### config.mk
export PLATFORM = sky130hd
export DESIGN_NAME = otp_prom_programmer
export DESIGN_NICKNAME = d
export VERILOG_FILES = /design/src/otp_prog_pkg.sv /design/src/otp_prom_programmer.sv /design/src/otp_skid_buf.sv
export VERILOG_INCLUDE_DIRS = /design/src /design/src/src
export SDC_FILE = /design/constraint.sdc
export NUM_CORES = 1
export LEC_CHECK = 0
export BUFFER_PORTS_ARGS = -buffer_cell sky130_fd_sc_hd__buf_4
export CELL_PAD_IN_SITES_DETAIL_PLACEMENT = 0
export CELL_PAD_IN_SITES_GLOBAL_PLACEMENT = 1
export CORE_MARGIN = 3
export CORE_UTILIZATION = 25
export CTS_CLUSTER_DIAMETER = 120
export DETAILED_ROUTE_END_ITERATION = 16
export PLACE_DENSITY = 0.57
export SYNTH_ARGS = -nofsm -noshare
export SYNTH_HDL_FRONTEND = slang
export SYNTH_SLANG_ARGS = --single-unit
### constraint.sdc
create_clock -name I_CLK_SYS -period 10 [get_ports I_CLK_SYS]
set_clock_uncertainty 0.15 [all_clocks]
set_input_delay 3 -clock I_CLK_SYS [delete_from_list [all_inputs] [get_ports I_CLK_SYS]]
set_output_delay 3 -clock I_CLK_SYS [all_outputs]
set_load 0.005 [all_outputs]
### src/otp_prog_regs.svh
// Constants for the one-time PROM programmer: timing counts, page layout, limits.
// Assumes a 20 MHz system clock; included by the package, the programmer and the bench.
// Notes on behaviour
// - Device needs reset low and high programming supply
// - Full page then 0.1 ms program pulse
// - Verify page after each write pulse
// - Retry write and verify, ten attempts maximum
// - Byte write: enable low, 0.1 ms pulse
// - Verify byte by lowering read strobe
// - Shared bus: strobe only the selected device
// - Address settles before strobe falls; in page verify S_GAP moves it as enable falls or while it is low
`ifndef OTP_PROG_REGS_SVH
`define OTP_PROG_REGS_SVH

`define OTP_CLK_HZ 20000000
`define OTP_PULSE_NS 100000
`define OTP_PULSE_CYC ((`OTP_PULSE_NS * (`OTP_CLK_HZ / 1000000) + 999) / 1000)
`define OTP_SETUP_CYC 2
`define OTP_SAMPLE_CYC 3
`define OTP_PAGE_BYTES 4
`define OTP_MAX_TRIES 10
`define OTP_ARRAY_BYTES 63488
`define OTP_ADDR_W 17

`endif

### src/otp_prog_pkg.sv
// Types shared by the PROM programmer modules.
// Assumes otp_prog_regs.svh is on the include path.
`include "otp_prog_regs.svh"
package otp_prog_pkg;
    typedef enum logic [1:0] {CMD_PAGE_WRITE, CMD_BYTE_WRITE, CMD_READ} cmd_type;

    // Request word from the user side
    typedef struct packed {
        cmd_type cmd;
        logic [`OTP_ADDR_W-1:0] addr;
        logic [31:0] data;
    } req_type;

    // Answer word to the user side
    typedef struct packed {
        logic ok;
        logic [3:0] tries;
        logic [31:0] data;
    } rsp_type;
endpackage

### src/otp_prom_programmer.sv
// Host-side programmer for a one-time PROM programming port.
// Assumes the device already sits in programming mode: reset held low and the
// programming supply raised by board logic outside this block.
`timescale 1ns/10ps
`default_nettype none
`include "otp_prog_regs.svh"
module otp_prom_programmer #(
    parameter int PULSE_CYC = `OTP_PULSE_CYC,
    parameter int MAX_TRIES = `OTP_MAX_TRIES
) (
    // Clock and reset
    input wire logic I_CLK_SYS,
    input wire logic I_RST_N,
    // Request side
    input wire logic I_REQ_VALID,
    output logic O_REQ_READY,
    input wire otp_prog_pkg::req_type I_REQ,
    // Answer side
    output logic O_RSP_VALID,
    input wire logic I_RSP_READY,
    output otp_prog_pkg::rsp_type O_RSP,
    // Device pins
    output logic [`OTP_ADDR_W-1:0] O_PROM_ADDRESS,
    output logic [7:0] O_PROM_DATA_BUS,
    output logic O_PROM_DATA_BUS_OE_N,
    input wire logic [7:0] I_PROM_DATA_BUS,
    output logic O_PROM_ENABLE_N,
    output logic O_READ_STROBE_N,
    output logic O_PROGRAM_PULSE_N,
    output logic O_BUSY
);
    typedef enum logic [3:0] {
        S_IDLE, S_SETUP, S_LATCH, S_PULSE, S_GAP, S_VERIFY, S_NEXT, S_ANSWER
    } state_type;

    localparam logic [15:0] SETUP_CYC = 16'(`OTP_SETUP_CYC);
    localparam logic [15:0] SAMPLE_CYC = 16'(`OTP_SAMPLE_CYC);
    localparam logic [15:0] PULSE_LEN = 16'(PULSE_CYC);
    localparam logic [3:0] TRY_LIMIT = 4'(MAX_TRIES);

    initial
    begin
        if (PULSE_CYC < 1 || PULSE_CYC > 65535)
        begin
            $error("PULSE_CYC out of range");
        end
        if (MAX_TRIES < 1 || MAX_TRIES > 15)
        begin
            $error("MAX_TRIES out of range");
        end
    end

    // ========================================================
    // Reset release
    logic rst_meta_q;
    logic rst_n_q;
    always_ff @(posedge I_CLK_SYS or negedge I_RST_N)
    begin
        if (!I_RST_N)
        begin
            rst_meta_q <= 1'b0;
            rst_n_q <= 1'b0;
        end
        else
        begin
            rst_meta_q <= 1'b1;
            rst_n_q <= rst_meta_q;
        end
    end

    // ========================================================
    // Data pin synchroniser
    logic [7:0] din_meta_q;
    logic [7:0] din_q;
    always_ff @(posedge I_CLK_SYS or negedge rst_n_q)
    begin
        if (!rst_n_q)
        begin
            din_meta_q <= 8'h00;
            din_q <= 8'h00;
        end
        else
        begin
            din_meta_q <= I_PROM_DATA_BUS;
            din_q <= din_meta_q;
        end
    end

    // ========================================================
    // Sequencer
    state_type state_q;
    otp_prog_pkg::req_type req_q;
    logic [15:0] cnt_q;
    logic [1:0] idx_q;
    logic [3:0] tries_q;
    logic [31:0] rdata_q;
    logic mism_q;
    logic ok_q;
    logic rsp_push;
    logic rsp_ready;
    logic [7:0] want;

    assign want = req_q.data[8*idx_q +: 8];
    assign rsp_push = (state_q == S_ANSWER);

    always_ff @(posedge I_CLK_SYS or negedge rst_n_q)
    begin
        if (!rst_n_q)
        begin
            state_q <= S_IDLE;
            req_q <= '0;
            cnt_q <= 16'h0000;
            idx_q <= 2'h0;
            tries_q <= 4'h0;
            rdata_q <= 32'h00000000;
            mism_q <= 1'b0;
            ok_q <= 1'b0;
            O_REQ_READY <= 1'b0;
            O_BUSY <= 1'b0;
            O_PROM_ADDRESS <= '0;
            O_PROM_DATA_BUS <= 8'h00;
            O_PROM_DATA_BUS_OE_N <= 1'b1;
            O_PROM_ENABLE_N <= 1'b1;
            O_READ_STROBE_N <= 1'b1;
            O_PROGRAM_PULSE_N <= 1'b1;
        end
        else
        begin
            case (state_q)
                S_IDLE:
                begin
                    O_REQ_READY <= 1'b1;
                    O_PROM_ENABLE_N <= 1'b1;
                    O_READ_STROBE_N <= 1'b1;
                    O_PROM_DATA_BUS_OE_N <= 1'b1;
                    if (I_REQ_VALID && O_REQ_READY)
                    begin
                        O_REQ_READY <= 1'b0;
                        O_BUSY <= 1'b1;
                        req_q <= I_REQ;
                        if (I_REQ.cmd == otp_prog_pkg::CMD_PAGE_WRITE)
                        begin
                            // Page base is forced to an aligned boundary
                            req_q.addr[1:0] <= 2'h0;
                        end
                        idx_q <= 2'h0;
                        tries_q <= 4'h0;
                        mism_q <= 1'b0;
                        cnt_q <= 16'h0000;
                        state_q <= S_SETUP;
                    end
                end
                S_SETUP:
                begin
                    // Address and data settle before any strobe moves
                    O_PROM_ADDRESS <= req_q.addr | `OTP_ADDR_W'(idx_q);
                    O_PROM_DATA_BUS <= want;
                    O_PROM_DATA_BUS_OE_N <= (req_q.cmd == otp_prog_pkg::CMD_READ);
                    O_PROM_ENABLE_N <= (req_q.cmd == otp_prog_pkg::CMD_PAGE_WRITE)
                        || (cnt_q == 16'h0000);
                    O_READ_STROBE_N <= 1'b1;
                    cnt_q <= 16'(cnt_q + 16'h0001);
                    if (cnt_q + 16'h0001 >= SETUP_CYC)
                    begin
                        cnt_q <= 16'h0000;
                        if (req_q.cmd == otp_prog_pkg::CMD_PAGE_WRITE)
                        begin
                            state_q <= S_LATCH;
                        end
                        else if (req_q.cmd == otp_prog_pkg::CMD_BYTE_WRITE)
                        begin
                            state_q <= S_PULSE;
                        end
                        else
                        begin
                            state_q <= S_VERIFY;
                        end
                    end
                end
                S_LATCH:
                begin
                    O_READ_STROBE_N <= 1'b0;
                    cnt_q <= 16'(cnt_q + 16'h0001);
                    if (cnt_q + 16'h0001 >= SETUP_CYC)
                    begin
                        cnt_q <= 16'h0000;
                        O_READ_STROBE_N <= 1'b1;
                        idx_q <= 2'(idx_q + 2'h1);
                        state_q <= (idx_q == 2'h3) ? S_PULSE : S_SETUP;
                        if (idx_q == 2'h3)
                        begin
                            O_PROM_DATA_BUS_OE_N <= 1'b1;
                            O_PROM_ENABLE_N <= 1'b1;
                        end
                    end
                end
                S_PULSE:
                begin
                    O_PROGRAM_PULSE_N <= 1'b0;
                    cnt_q <= 16'(cnt_q + 16'h0001);
                    if (cnt_q >= PULSE_LEN) // Low for exactly PULSE_LEN cycles
                    begin
                        O_PROGRAM_PULSE_N <= 1'b1;
                        O_PROM_DATA_BUS_OE_N <= 1'b1;
                        tries_q <= 4'(tries_q + 4'h1);
                        idx_q <= 2'h0;
                        mism_q <= 1'b0;
                        cnt_q <= 16'h0000;
                        state_q <= S_GAP;
                    end
                end
                S_GAP:
                begin
                    // Bus released one setup time before the device drives it
                    O_PROM_ADDRESS <= req_q.addr | `OTP_ADDR_W'(idx_q);
                    O_PROM_ENABLE_N <= 1'b0;
                    cnt_q <= 16'(cnt_q + 16'h0001);
                    if (cnt_q + 16'h0001 >= SETUP_CYC)
                    begin
                        cnt_q <= 16'h0000;
                        state_q <= S_VERIFY;
                    end
                end
                S_VERIFY:
                begin
                    // Only this device's strobe is driven on a shared bus
                    O_PROM_ENABLE_N <= 1'b0;
                    O_READ_STROBE_N <= 1'b0;
                    cnt_q <= 16'(cnt_q + 16'h0001);
                    // Sampling waits out the two-stage data synchroniser
                    if (cnt_q >= SAMPLE_CYC + 16'h0002)
                    begin
                        cnt_q <= 16'h0000;
                        O_READ_STROBE_N <= 1'b1;
                        rdata_q[8*idx_q +: 8] <= din_q;
                        if (din_q != want)
                        begin
                            mism_q <= 1'b1;
                        end
                        state_q <= S_NEXT;
                    end
                end
                S_NEXT:
                begin
                    if (req_q.cmd == otp_prog_pkg::CMD_PAGE_WRITE && idx_q != 2'h3)
                    begin
                        idx_q <= 2'(idx_q + 2'h1);
                        state_q <= S_GAP;
                    end
                    else if (req_q.cmd == otp_prog_pkg::CMD_READ || !mism_q)
                    begin
                        ok_q <= 1'b1;
                        state_q <= S_ANSWER;
                    end
                    else if (tries_q >= TRY_LIMIT)
                    begin
                        ok_q <= 1'b0;
                        state_q <= S_ANSWER;
                    end
                    else
                    begin
                        // Retry: the page latch still holds the data
                        O_PROM_ENABLE_N <= (req_q.cmd == otp_prog_pkg::CMD_PAGE_WRITE);
                        O_PROM_DATA_BUS <= req_q.data[7:0];
                        O_PROM_ADDRESS <= req_q.addr;
                        O_PROM_DATA_BUS_OE_N <= (req_q.cmd == otp_prog_pkg::CMD_PAGE_WRITE);
                        state_q <= S_PULSE;
                    end
                end
                S_ANSWER:
                begin
                    O_PROM_ENABLE_N <= 1'b1;
                    if (rsp_ready)
                    begin
                        O_BUSY <= 1'b0;
                        state_q <= S_IDLE;
                    end
                end
                default:
                begin
                    state_q <= S_IDLE;
                end
            endcase
        end
    end

    // ========================================================
    // Answer buffer; the user may stall without losing a word
    otp_prog_pkg::rsp_type rsp_in;
    otp_prog_pkg::rsp_type rsp_out;
    logic rsp_valid;
    assign rsp_in = '{ok: ok_q, tries: tries_q, data: rdata_q};

    otp_skid_buf #(
        .WIDTH($bits(otp_prog_pkg::rsp_type))
    ) u_rsp_buf (
        .clk(I_CLK_SYS),
        .rst_n(rst_n_q),
        .in_valid(rsp_push),
        .in_ready(rsp_ready),
        .in_data(rsp_in),
        .out_valid(rsp_valid),
        .out_ready(I_RSP_READY),
        .out_data(rsp_out)
    );

    assign O_RSP_VALID = rsp_valid;
    assign O_RSP = rsp_out;
endmodule // otp_prom_programmer
`default_nettype wire

### src/otp_skid_buf.sv
// Two-entry valid/ready buffer for answer words.
// Assumes one clock and a synchronous reset copy from the parent.
`timescale 1ns/10ps
`default_nettype none
module otp_skid_buf #(
    parameter int WIDTH = 37
) (
    input wire logic clk,
    input wire logic rst_n,
    input wire logic in_valid,
    output logic in_ready,
    input wire logic [WIDTH-1:0] in_data,
    output logic out_valid,
    input wire logic out_ready,
    output logic [WIDTH-1:0] out_data
);
    logic [WIDTH-1:0] mem_q [2];
    logic [1:0] cnt_q;
    logic wr_q;
    logic rd_q;
    logic push;
    logic pop;
    logic [1:0] cnt_d;

    initial
    begin
        if (WIDTH < 1)
        begin
            $error("WIDTH must be positive");
        end
    end

    assign in_ready = (cnt_q != 2'h2);
    assign push = in_valid && in_ready;
    assign pop = out_valid && out_ready;
    assign cnt_d = 2'(cnt_q + {1'b0, push} - {1'b0, pop});

    always_ff @(posedge clk or negedge rst_n)
    begin
        if (!rst_n)
        begin
            cnt_q <= 2'h0;
            wr_q <= 1'b0;
            rd_q <= 1'b0;
            out_valid <= 1'b0;
        end
        else
        begin
            if (push)
            begin
                wr_q <= ~wr_q;
            end
            if (pop)
            begin
                rd_q <= ~rd_q;
            end
            cnt_q <= cnt_d;
            out_valid <= (cnt_d != 2'h0);
        end
    end

    // Head word has its own register so the answer leaves straight from a flop
    always_ff @(posedge clk)
    begin
        if (push)
        begin
            mem_q[wr_q] <= in_data;
        end
        if (push && (cnt_q == 2'h0 || (pop && cnt_q == 2'h1)))
        begin
            out_data <= in_data;
        end
        else if (pop)
        begin
            out_data <= mem_q[~rd_q];
        end
    end
endmodule // otp_skid_buf
`default_nettype wire

Word-level counts from Yosys, hierarchy flattened
Memories as Yosys holds them, arrays and structs flattened.
Index checks and enable logic that the tools add are counted.
Word-level totals
  bits in writable memories: 74
  input port bits: 63
  logic and storage cells: 182
  bits in registers: 202
  output and inout bits: 69
  memories kept: 1
Operators by class
  $lt $le $gt $ge: 4
  add/subtract/negate cells: 6
  equal/unequal tests: 27
  bitwise operators: 4
  shift-type cells: 3
  multiplexer cells: 64
  reduce and logical (&&, ||, !) cells: 46
Memories
  u_rsp_buf.mem_q: words 2, bits a word 37, read ports 1, clocked after Yosys merged registers in 0, wr ports 1, RTL line otp_skid_buf.sv:17  | logic [WIDTH-1:0] mem_q [2];
Operators by type and width (number)
  $mux 37: 2
  $mux 16: 4
  $pmux 16 s4: 1
  $mux 17: 3
  $mux 4: 9
  $neg 5->34: 1
  $pmux 17 s2: 1
  $shift 8x34->32 const A: 1
  $shiftx 8x34->32: 1
  $bwmux 32: 1
  $pmux 4 s8: 1
  $shiftx 32x6->8: 1
  $ne 2x2->1 const B: 15
  $mux 8: 3
  $mux 1: 20
  $or 17x2->17: 1
  $add 16x1->16 const B: 1
  $eq 4x3->1 const B: 4
  $ge 16x11->1 const B: 1
  $ge 16x2->1 const B: 1
  $ge 16x3->1 const B: 1
  $logic_not 16->1: 1
  $pmux 8 s2: 1
  $mux 3: 5
  other kinds (34): 74

Logic depth before layout (Yosys ltp)
Gate-level depths: netlist of the first run.
  depth in word-level cells: 5
  depth in mapped cells: 10
  depth with buffers taken out: 9

By module
Synthesis of the first run repeated with hierarchy kept, for this count alone.
Second synthesis, totals
  cell total of the unflattened synthesis: 970
  area, all modules: 11875.1 sq um
By module, submodules not included
  otp_prom_programmer: area an instance 7372.1 sq um, sequential area each 3983.8 sq um, times used 1, cells an instance 756
  otp_skid_buf: area an instance 4503.1 sq um, sequential area each 3458.3 sq um, times used 1, cells an instance 214

Worst setup path after synthesis of the first run
Ideal clock, no wire load.
  path kind: in2reg
  from: in I_RSP_READY
  to: reg u_rsp_buf.out_data[0], enable pin
  path buffers: 1
  stages: 4
  data arrival time: 4.220 ns
  required time: 9.472 ns
  slack: 5.252 ns
  setup time: 0.378 ns
  cells stage by stage: nand2_1 a211oi_1 clkbuf_1 or2_2
Between the ends
  longest elaborated chain between the ends: 5
RTL lines
  from (decl): RTL line otp_prom_programmer.sv:20  | input wire logic I_RSP_READY,
  $logic_and 1x1->1 *: RTL line otp_skid_buf.sv:35  | assign pop = out_valid && out_ready;
  $logic_and 1x1->1: RTL line otp_skid_buf.sv:69  | if (push && (cnt_q == 2'h0 || (pop && cnt_q == 2'h1)))
  $logic_or 1x1->1: RTL line otp_skid_buf.sv:69
  $logic_and 1x1->1: RTL line otp_skid_buf.sv:69
  $reduce_bool 2->1 (no source line) *
  to (signal assigned): RTL line otp_skid_buf.sv:71  | out_data <= in_data;
  to (signal assigned): RTL line otp_skid_buf.sv:75  | out_data <= mem_q[~rd_q];
  to (decl): RTL line otp_skid_buf.sv:15  | output logic [WIDTH-1:0] out_data
Every way passes the cells marked *; elsewhere a longest branch is shown, timed or not.
A chain may end at the register's enable or synchronous reset.

Worst setup path in the final report of the first run
  from: in I_RSP_READY
  to: reg u_rsp_buf.out_data[17], enable pin
Same word-level chain as after synthesis.

==> flow_metrics.py, run 1 <==
metrics = {
    "outcome": {
        "status": "complete, no violations",
    },
    "setup_path": {
        "end_kind": "flop",
        "required_ns": 10.04,
        "crit_path_max_fanout": 75,
        "critPathBufInv": 2,
        "critical_path_class": "input port to flop",
        "worst_path_dominant_cell_family": "simple AND/OR/NAND/NOR gates",
        "crit_top_cell": "buf_4",
        "max_stage_delay_ns": 0.89,
        "startpoint_type": "input port",
        "arrival_ns": 4.92,
        "crit_chain": "buf_4, nand2_1, a211oi_4, buf_4, or2_2",
        "cp_slowest_cell": "or2_2",
    },
    "power_and_ir_drop": {
        "p_leak_uw": 0.00603,
        "irDropWorstVdd_mv": 0.235,
        "power.density_nw_per_um2": 274,
    },
    "logic_synthesis": {
        "synth_common_cells": "289 x nand2_1, 160 x dfrtp_1, 111 x edfxtp_1, 85 x o21ai_0, 48 x mux2i_1",
        "synth_edf_count": 111,
        "synth_area_leader_cell": "dfrtp_1",
        "synth_most_common_cell": "nand2_1",
        "yosys_register_bits": 275,
        "synth_top_family_by_area": "simple AND/OR/NAND/NOR gates",
        "synthMuxAreaShare_pct": 7.41,
        "seq_area_frac_synth_pct": 63.8,
        "syn_inst": 1016,
        "synthTopCellsByArea": "dfrtp_1 34%, edfxtp_1 29%, nand2_1 9.3%",
        "ys.flop_type": "dfrtp_1",
        "synth_warnings": 0,
        "async_reset_ff_share_pct": 59.6,
        "synthAdderAreaFrac_pct": 1.50,
        "avgSynthCellArea_um2": 11.5,
        "synth_xor_area_share_pct": 1.28,
        "synth_simple_gate_area_share_pct": 15.4,
        "netlist_area_um2": 11700,
        "synth.distinct_cells": 64,
        "synth_compound_area_share_pct": 8.29,
        "synth_top_area_share_pct": 34.3,
        "synthesis.nets": 1093,
    },
    "die": {
        "die_h_um": 222,
        "io_pins": 132,
        "die_area_um2": 49300,
        "core_area_um2": 45700,
        "rows": 78,
        "dieWidth_um": 222,
        "initial_utilization_pct": 25.5,
    },
    "sta": {
        "period_minus_slack_ns": 4.88,
        "setup_violations": 0,
        "hold_viol_final": 0,
        "drv_slew": 0,
        "worst_pin_slew_ns": 1.23,
        "relSlewSlack_pct": 18.1,
        "rsz0062_at_grt": "no",
        "max_freq_mhz": 205,
        "fin_crit_sh_pct": 48.8,
        "tns_ns": 0,
    },
    "global_routing": {
        "antenna_found_initial": 1,
        "grt-ovfl-total": 0,
        "grt_pass1_vias": 7752,
        "grt_use_total_pct": 11.8,
        "grt_start_max_net_pins": 76,
        "grt_first_pass_wirelength_um": 46200,
    },
    "detailed_routing": {
        "drt.antenna.violating_nets": 0,
        "drtIter0Drc": 430,
        "via_count": 7630,
        "drc_errors": 0,
        "wirelength_um": 29600,
        "first_pass_iters": 5,
        "via_per_inst": 4.32,
        "wl_per_cell_um": 16.7,
    },
    "final_layout": {
        "final_area_um2": 14300,
        "multiInputGateArea_um2": 3990,
        "drive_gt1_share_pct": 20.8,
        "n_antenna_cell": 0,
        "synthToLayoutAreaGrowth_pct": 22.4,
        "final-seq-area_um2": 7450,
        "fill_cells": 4670,
        "final_nets": 1219,
    },
    "cts": {
        "cts_setup_buffers": 0,
        "path_clk_slew_ns": 0.06,
        "cts-resized-gates": 0,
        "cts_buffers": 31,
        "hold_buffers": 0,
        "cts_tree": "yes",
        "cts_max_path_buffers": 3,
        "cts-root-buf": "clkbuf_16",
        "htreeDepth": 1,
        "clkSinkCount": 275,
        "clk_latency_ns": 0.57,
    },
    "place": {
        "dpl-instance-area_um2": 13300,
        "hpwl_um": 19100,
        "gp_congestion": 0.739,
        "place.port_buffers": 131,
    },
    "run": {
        "maxCapViolations": 0,
    },
    "min_path": {
        "hp-class": "flop to async pin",
    },
}
-- metal layers --
| metal | GRT usage [%] | routed length [um] |
|---|---|---|
| met2 | 17.9 | 12900 |
| met5 | 0 | 20 |
| met3 | 3.47 | 2110 |
| met1 | 16.4 | 13900 |
| met4 | 3.43 | 660 |
-- flip-flops by register name, indices dropped and copies added (netlist names), 3 cells and up --
name	cells
din_meta_q	8
req_q	51
u_rsp_buf.out_data	37
din_q	8
u_rsp_buf.mem_q	74
cnt_q	16
rdata_q	32
O_PROM_DATA_BUS	8
O_PROM_ADDRESS	17
tries_q	4
state_q	3
-- worst paths after layout --
kind                                from                      to  slack [ns]  cells past startpoint
min reg2reg                      rst_n_q               req_q[47]        0.14                      0
max                          I_RSP_READY  u_rsp_buf.out_data[17]        5.12                      5
max in group asynchronous        I_RST_N                 rst_n_q        7.55                      1
max reg2reg                   state_q[0]  u_rsp_buf.out_data[17]        6.40                      4
min in group I_CLK_SYS     din_meta_q[2]                din_q[2]        0.20                      0
min                              rst_n_q               req_q[47]        0.14                      0
-- metrics by stage --
| stage | worst slack, ns | cells | power (uW) | hold slack [ns] | utilization [%] |
|---|---|---|---|---|---|
| detailed placement | 4.42 | 1709 | 2880 | 0.165 | 29.2 |
| global placement | 4.46 | 1709 | 2860 | 0.163 | 29.2 |
| floorplan | 4.95 | 1016 | 2390 | 0.181 | - |
| CTS | 5.05 | 1767 | 3980 | 0.168 | 31.2 |
| global route | 4.92 | 1767 | 4170 | 0.198 | 31.2 |
| finish | 5.12 | 1767 | 3910 | 0.137 | 31.2 |
-- power breakdown --
part / internal (uW) / total, uW / switching [uW]
sequential: 1490 / 1670 / 185
combinational: 516 / 1160 / 648
clock: 610 / 1070 / 462
-- cells by family after synthesis --
group | count (synthesis)
xor gates and xnor gates | 17
AOI/OAI and AO/OA | 156
other | 1
DFF | 275
and+or+nand+nor | 415
buffers and inverters | 64
adders and majority gates | 14
muxes | 74
-- layout by cell type (no fill, tap or decap), drive strengths merged, types with 7 or more instances in the layout --
| cell | count |
|---|---|
| mux4 | 8 |
| xor2 | 10 |
| nand3 | 14 |
| nor2b | 9 |
| nor4 | 8 |
| inv | 14 |
| a21oi | 18 |
| edfxtp | 111 |
| clkbuf | 47 |
| buf | 144 |
| and2 | 12 |
| mux2i | 48 |
| nor2 | 40 |
| o21ai | 95 |
| nand4 | 10 |
| nand2 | 290 |
| clkinv | 8 |
| dfrtp | 160 |
| xnor2 | 7 |
| ha | 14 |
| mux2 | 18 |
| nor3 | 11 |
| o22ai | 9 |
-- cell type report --
type                            count  area share (%)
Sequential cell                   275            52.2
Multi-Input combinational cell    677            27.9
Timing Repair Buffer              144            7.58
Clock buffer                       47            6.21
Tap cell                          600            5.26
Clock inverter                     11           0.482
Inverter                           13           0.342
Note: power is estimated with default switching activity, not from simulation.
==> inputs of run 2 (changes only) <==
Settings changed: ABC_AREA set to 1, PLACE_DENSITY 0.57 to 0.58.
Clock period 10 ns to 5.05 ns, I/O delays scaled along.
==> flow_metrics.py, run 2 <==
metrics = {
    "logic_synthesis": {
        "synth_most_common_cell": "nand2_1",
        "synth_warnings": 0,
        "synth_common_cells": "443 x nand2_1, 160 x dfrtp_1, 111 x edfxtp_1, 105 x nor2_1, 71 x nand3_1",
        "ys.flop_type": "dfrtp_1",
        "synthesis.nets": 1302,
        "synth_edf_count": 111,
        "synth_area_leader_cell": "dfrtp_1",
        "synth_top_area_share_pct": 33.9,
        "netlist_area_um2": 11800,
        "synthTopCellsByArea": "dfrtp_1 34%, edfxtp_1 28%, nand2_1 14%",
        "synth.distinct_cells": 39,
        "syn_inst": 1225,
        "seq_area_frac_synth_pct": 63.1,
        "avgSynthCellArea_um2": 9.63,
        "async_reset_ff_share_pct": 59.6,
        "yosys_register_bits": 275,
    },
    "power_and_ir_drop": {
        "irDropWorstVdd_mv": 0.433,
        "finalPower_uw": 5170,
        "p_leak_uw": 0.00671,
        "power.density_nw_per_um2": 357,
    },
    "setup_path": {
        "reg2reg_from": "idx_q[1]",
        "crit_chain": "clkinv_1, ha_1, clkinv_1, nor2_1, nand3_1, nand2_1",
        "crit_path_max_fanout": 14,
        "critical_path_class": "flop to flop",
        "arrival_ns": 3.46,
        "path_depth": 6,
        "startpoint": "idx_q[1]",
        "rrSetupSlack_ns": 1.97,
        "end_kind": "flop",
        "required_ns": 5.43,
        "worst_path_dominant_cell_family": "buffers and inverters",
        "crit_top_cell": "clkinv_1",
        "ff2ff_path_depth": 6,
        "regToRegEndpoint": "rdata_q[19]",
        "cp_slowest_cell": "dfrtp_1",
        "max_stage_delay_ns": 0.68,
        "critPathBufInv": 2,
        "crit_end": "rdata_q[19]",
        "startpoint_type": "flop",
    },
    "place": {
        "dpl-instance-area_um2": 13400,
        "gp_congestion": 0.773,
        "place_ws_ns": 1.52,
        "place.port_buffers": 131,
        "hpwl_um": 21000,
    },
    "global_routing": {
        "grt_pass1_vias": 8666,
        "grt-ovfl-total": 0,
        "grt_start_max_net_pins": 163,
        "grt_first_pass_wirelength_um": 50000,
        "grt_use_total_pct": 12.4,
        "antenna_found_initial": 0,
    },
    "final_layout": {
        "n_antenna_cell": 0,
        "final_nets": 1430,
        "largest_reg_flops": 74,
        "postLayoutCoreUtil_pct": 31.5,
        "final-seq-area_um2": 7450,
        "layout_common_cells": "443 x nand2_1, 159 x dfrtp_1, 139 x buf_4, 111 x edfxtp_1, 103 x nor2_1",
        "final_common_cell": "nand2_1",
        "synthToLayoutAreaGrowth_pct": 22.8,
        "largestRegisters": "u_rsp_buf.mem_q: 74 flops, req_q: 51 flops, u_rsp_buf.out_data: 37 flops",
        "regMostFlops": "u_rsp_buf.mem_q",
        "multiInputGateArea_um2": 3910,
        "final_area_um2": 14500,
        "fill_cells": 4765,
        "drive_gt1_share_pct": 18.0,
    },
    "detailed_routing": {
        "first_pass_iters": 5,
        "drtIter0Drc": 475,
        "drc_errors": 0,
        "via_count": 8723,
        "via_per_inst": 4.41,
        "drt.antenna.violating_nets": 0,
        "wirelength_um": 31400,
        "wl_per_cell_um": 15.9,
    },
    "cts": {
        "cts-resized-gates": 0,
        "clk_latency_ns": 0.59,
        "cts_buffers": 31,
        "cts-root-buf": "clkbuf_16",
        "path_clk_slew_ns": 0.06,
        "htreeDepth": 1,
        "cts_tree": "yes",
        "cts_max_path_buffers": 3,
        "clkSinkCount": 275,
        "hold_buffers": 0,
        "cts_setup_buffers": 0,
    },
    "die": {
        "io_pins": 132,
        "initial_utilization_pct": 25.7,
        "core_area_um2": 46000,
        "dieWidth_um": 223,
        "die_area_um2": 49800,
        "die_h_um": 223,
        "rows": 78,
    },
    "min_path": {
        "hp-class": "flop to flop",
        "min-delay-start": "din_meta_q[5]",
    },
    "sta": {
        "hold_viol_final": 0,
        "rsz0062_at_grt": "no",
        "fin_crit_sh_pct": 61.0,
        "fin_ws_ns": 1.97,
        "tns_ns": 0,
        "drv_slew": 0,
        "max_freq_mhz": 325,
        "worst_pin_slew_ns": 1.02,
        "period_minus_slack_ns": 3.08,
        "relSlewSlack_pct": 32.0,
        "setup_violations": 0,
    },
    "run": {
        "maxCapViolations": 0,
    },
    "outcome": {
        "status": "complete, no violations",
    },
}
run 2: worst register-to-register path, stage by stage (launching register included):
cell	delay (ns)
dfrtp_1	0.68
clkinv_1	0.52
ha_1	0.68
clkinv_1	0.30
nor2_1	0.47
nand3_1	0.14
nand2_1	0.08
run 2: report_power, final:
part	leakage [uW]	internal (uW)	switching (uW)
Combinational	0.00283	134	237
Sequential	0.00337	2400	35.8
Clock	0.000504	1390	972
Total	0.00671	3930	1240
run 2: worst min path at each step:
stage / slack (ns) / depth (start not counted) / to
after floorplan: 0.18 / 0 / rst_n_q
after global placement: 0.18 / 0 / din_q[1]
after detailed placement: 0.19 / 0 / din_q[5]
after CTS: 0.20 / 0 / din_q[5]
after global routing: 0.20 / 0 / rst_n_q
final: 0.20 / 0 / din_q[5]
run 2: cell families after synthesis:
family                   Yosys count  synth area share, %
XOR/XNOR                          10                0.743
other                              1               0.0318
AO/OA/AOI/OAI                    126                 6.26
flip-flops                       275                 63.1
adder cells (fa/ha/maj)           14                 1.48
AND/OR/NAND/NOR                  686                 24.5
buffers and inverters            113                 3.90
run 2: per-stage QoR:
| stage | cells | hold slack [ns] |
|---|---|---|
| 2_1_floorplan | 1225 | 0.181 |
| 3_3_place_gp | 1920 | 0.184 |
| 3_5_place_dp | 1920 | 0.186 |
| 4_1_cts | 1978 | 0.200 |
| 5_1_grt | 1978 | 0.202 |
| 6_report | 1978 | 0.197 |
run 2: layout make-up:
class	count	share of cell area, %
Clock buffer	35	5.46
Sequential cell	275	51.4
Tap cell	600	5.18
Multi-Input combinational cell	837	27.0
Timing Repair Buffer	140	7.34
Inverter	68	1.76
Clock inverter	23	1.89
run 2: per-layer routing:
metal	global-route usage, %	wire, um	vias to the layer above
met1	18.1	15200	4174
met4	2.63	495	0
met2	19.2	14000	197
met3	2.59	1700	35
met5	0	0	-
li1	-	-	4317
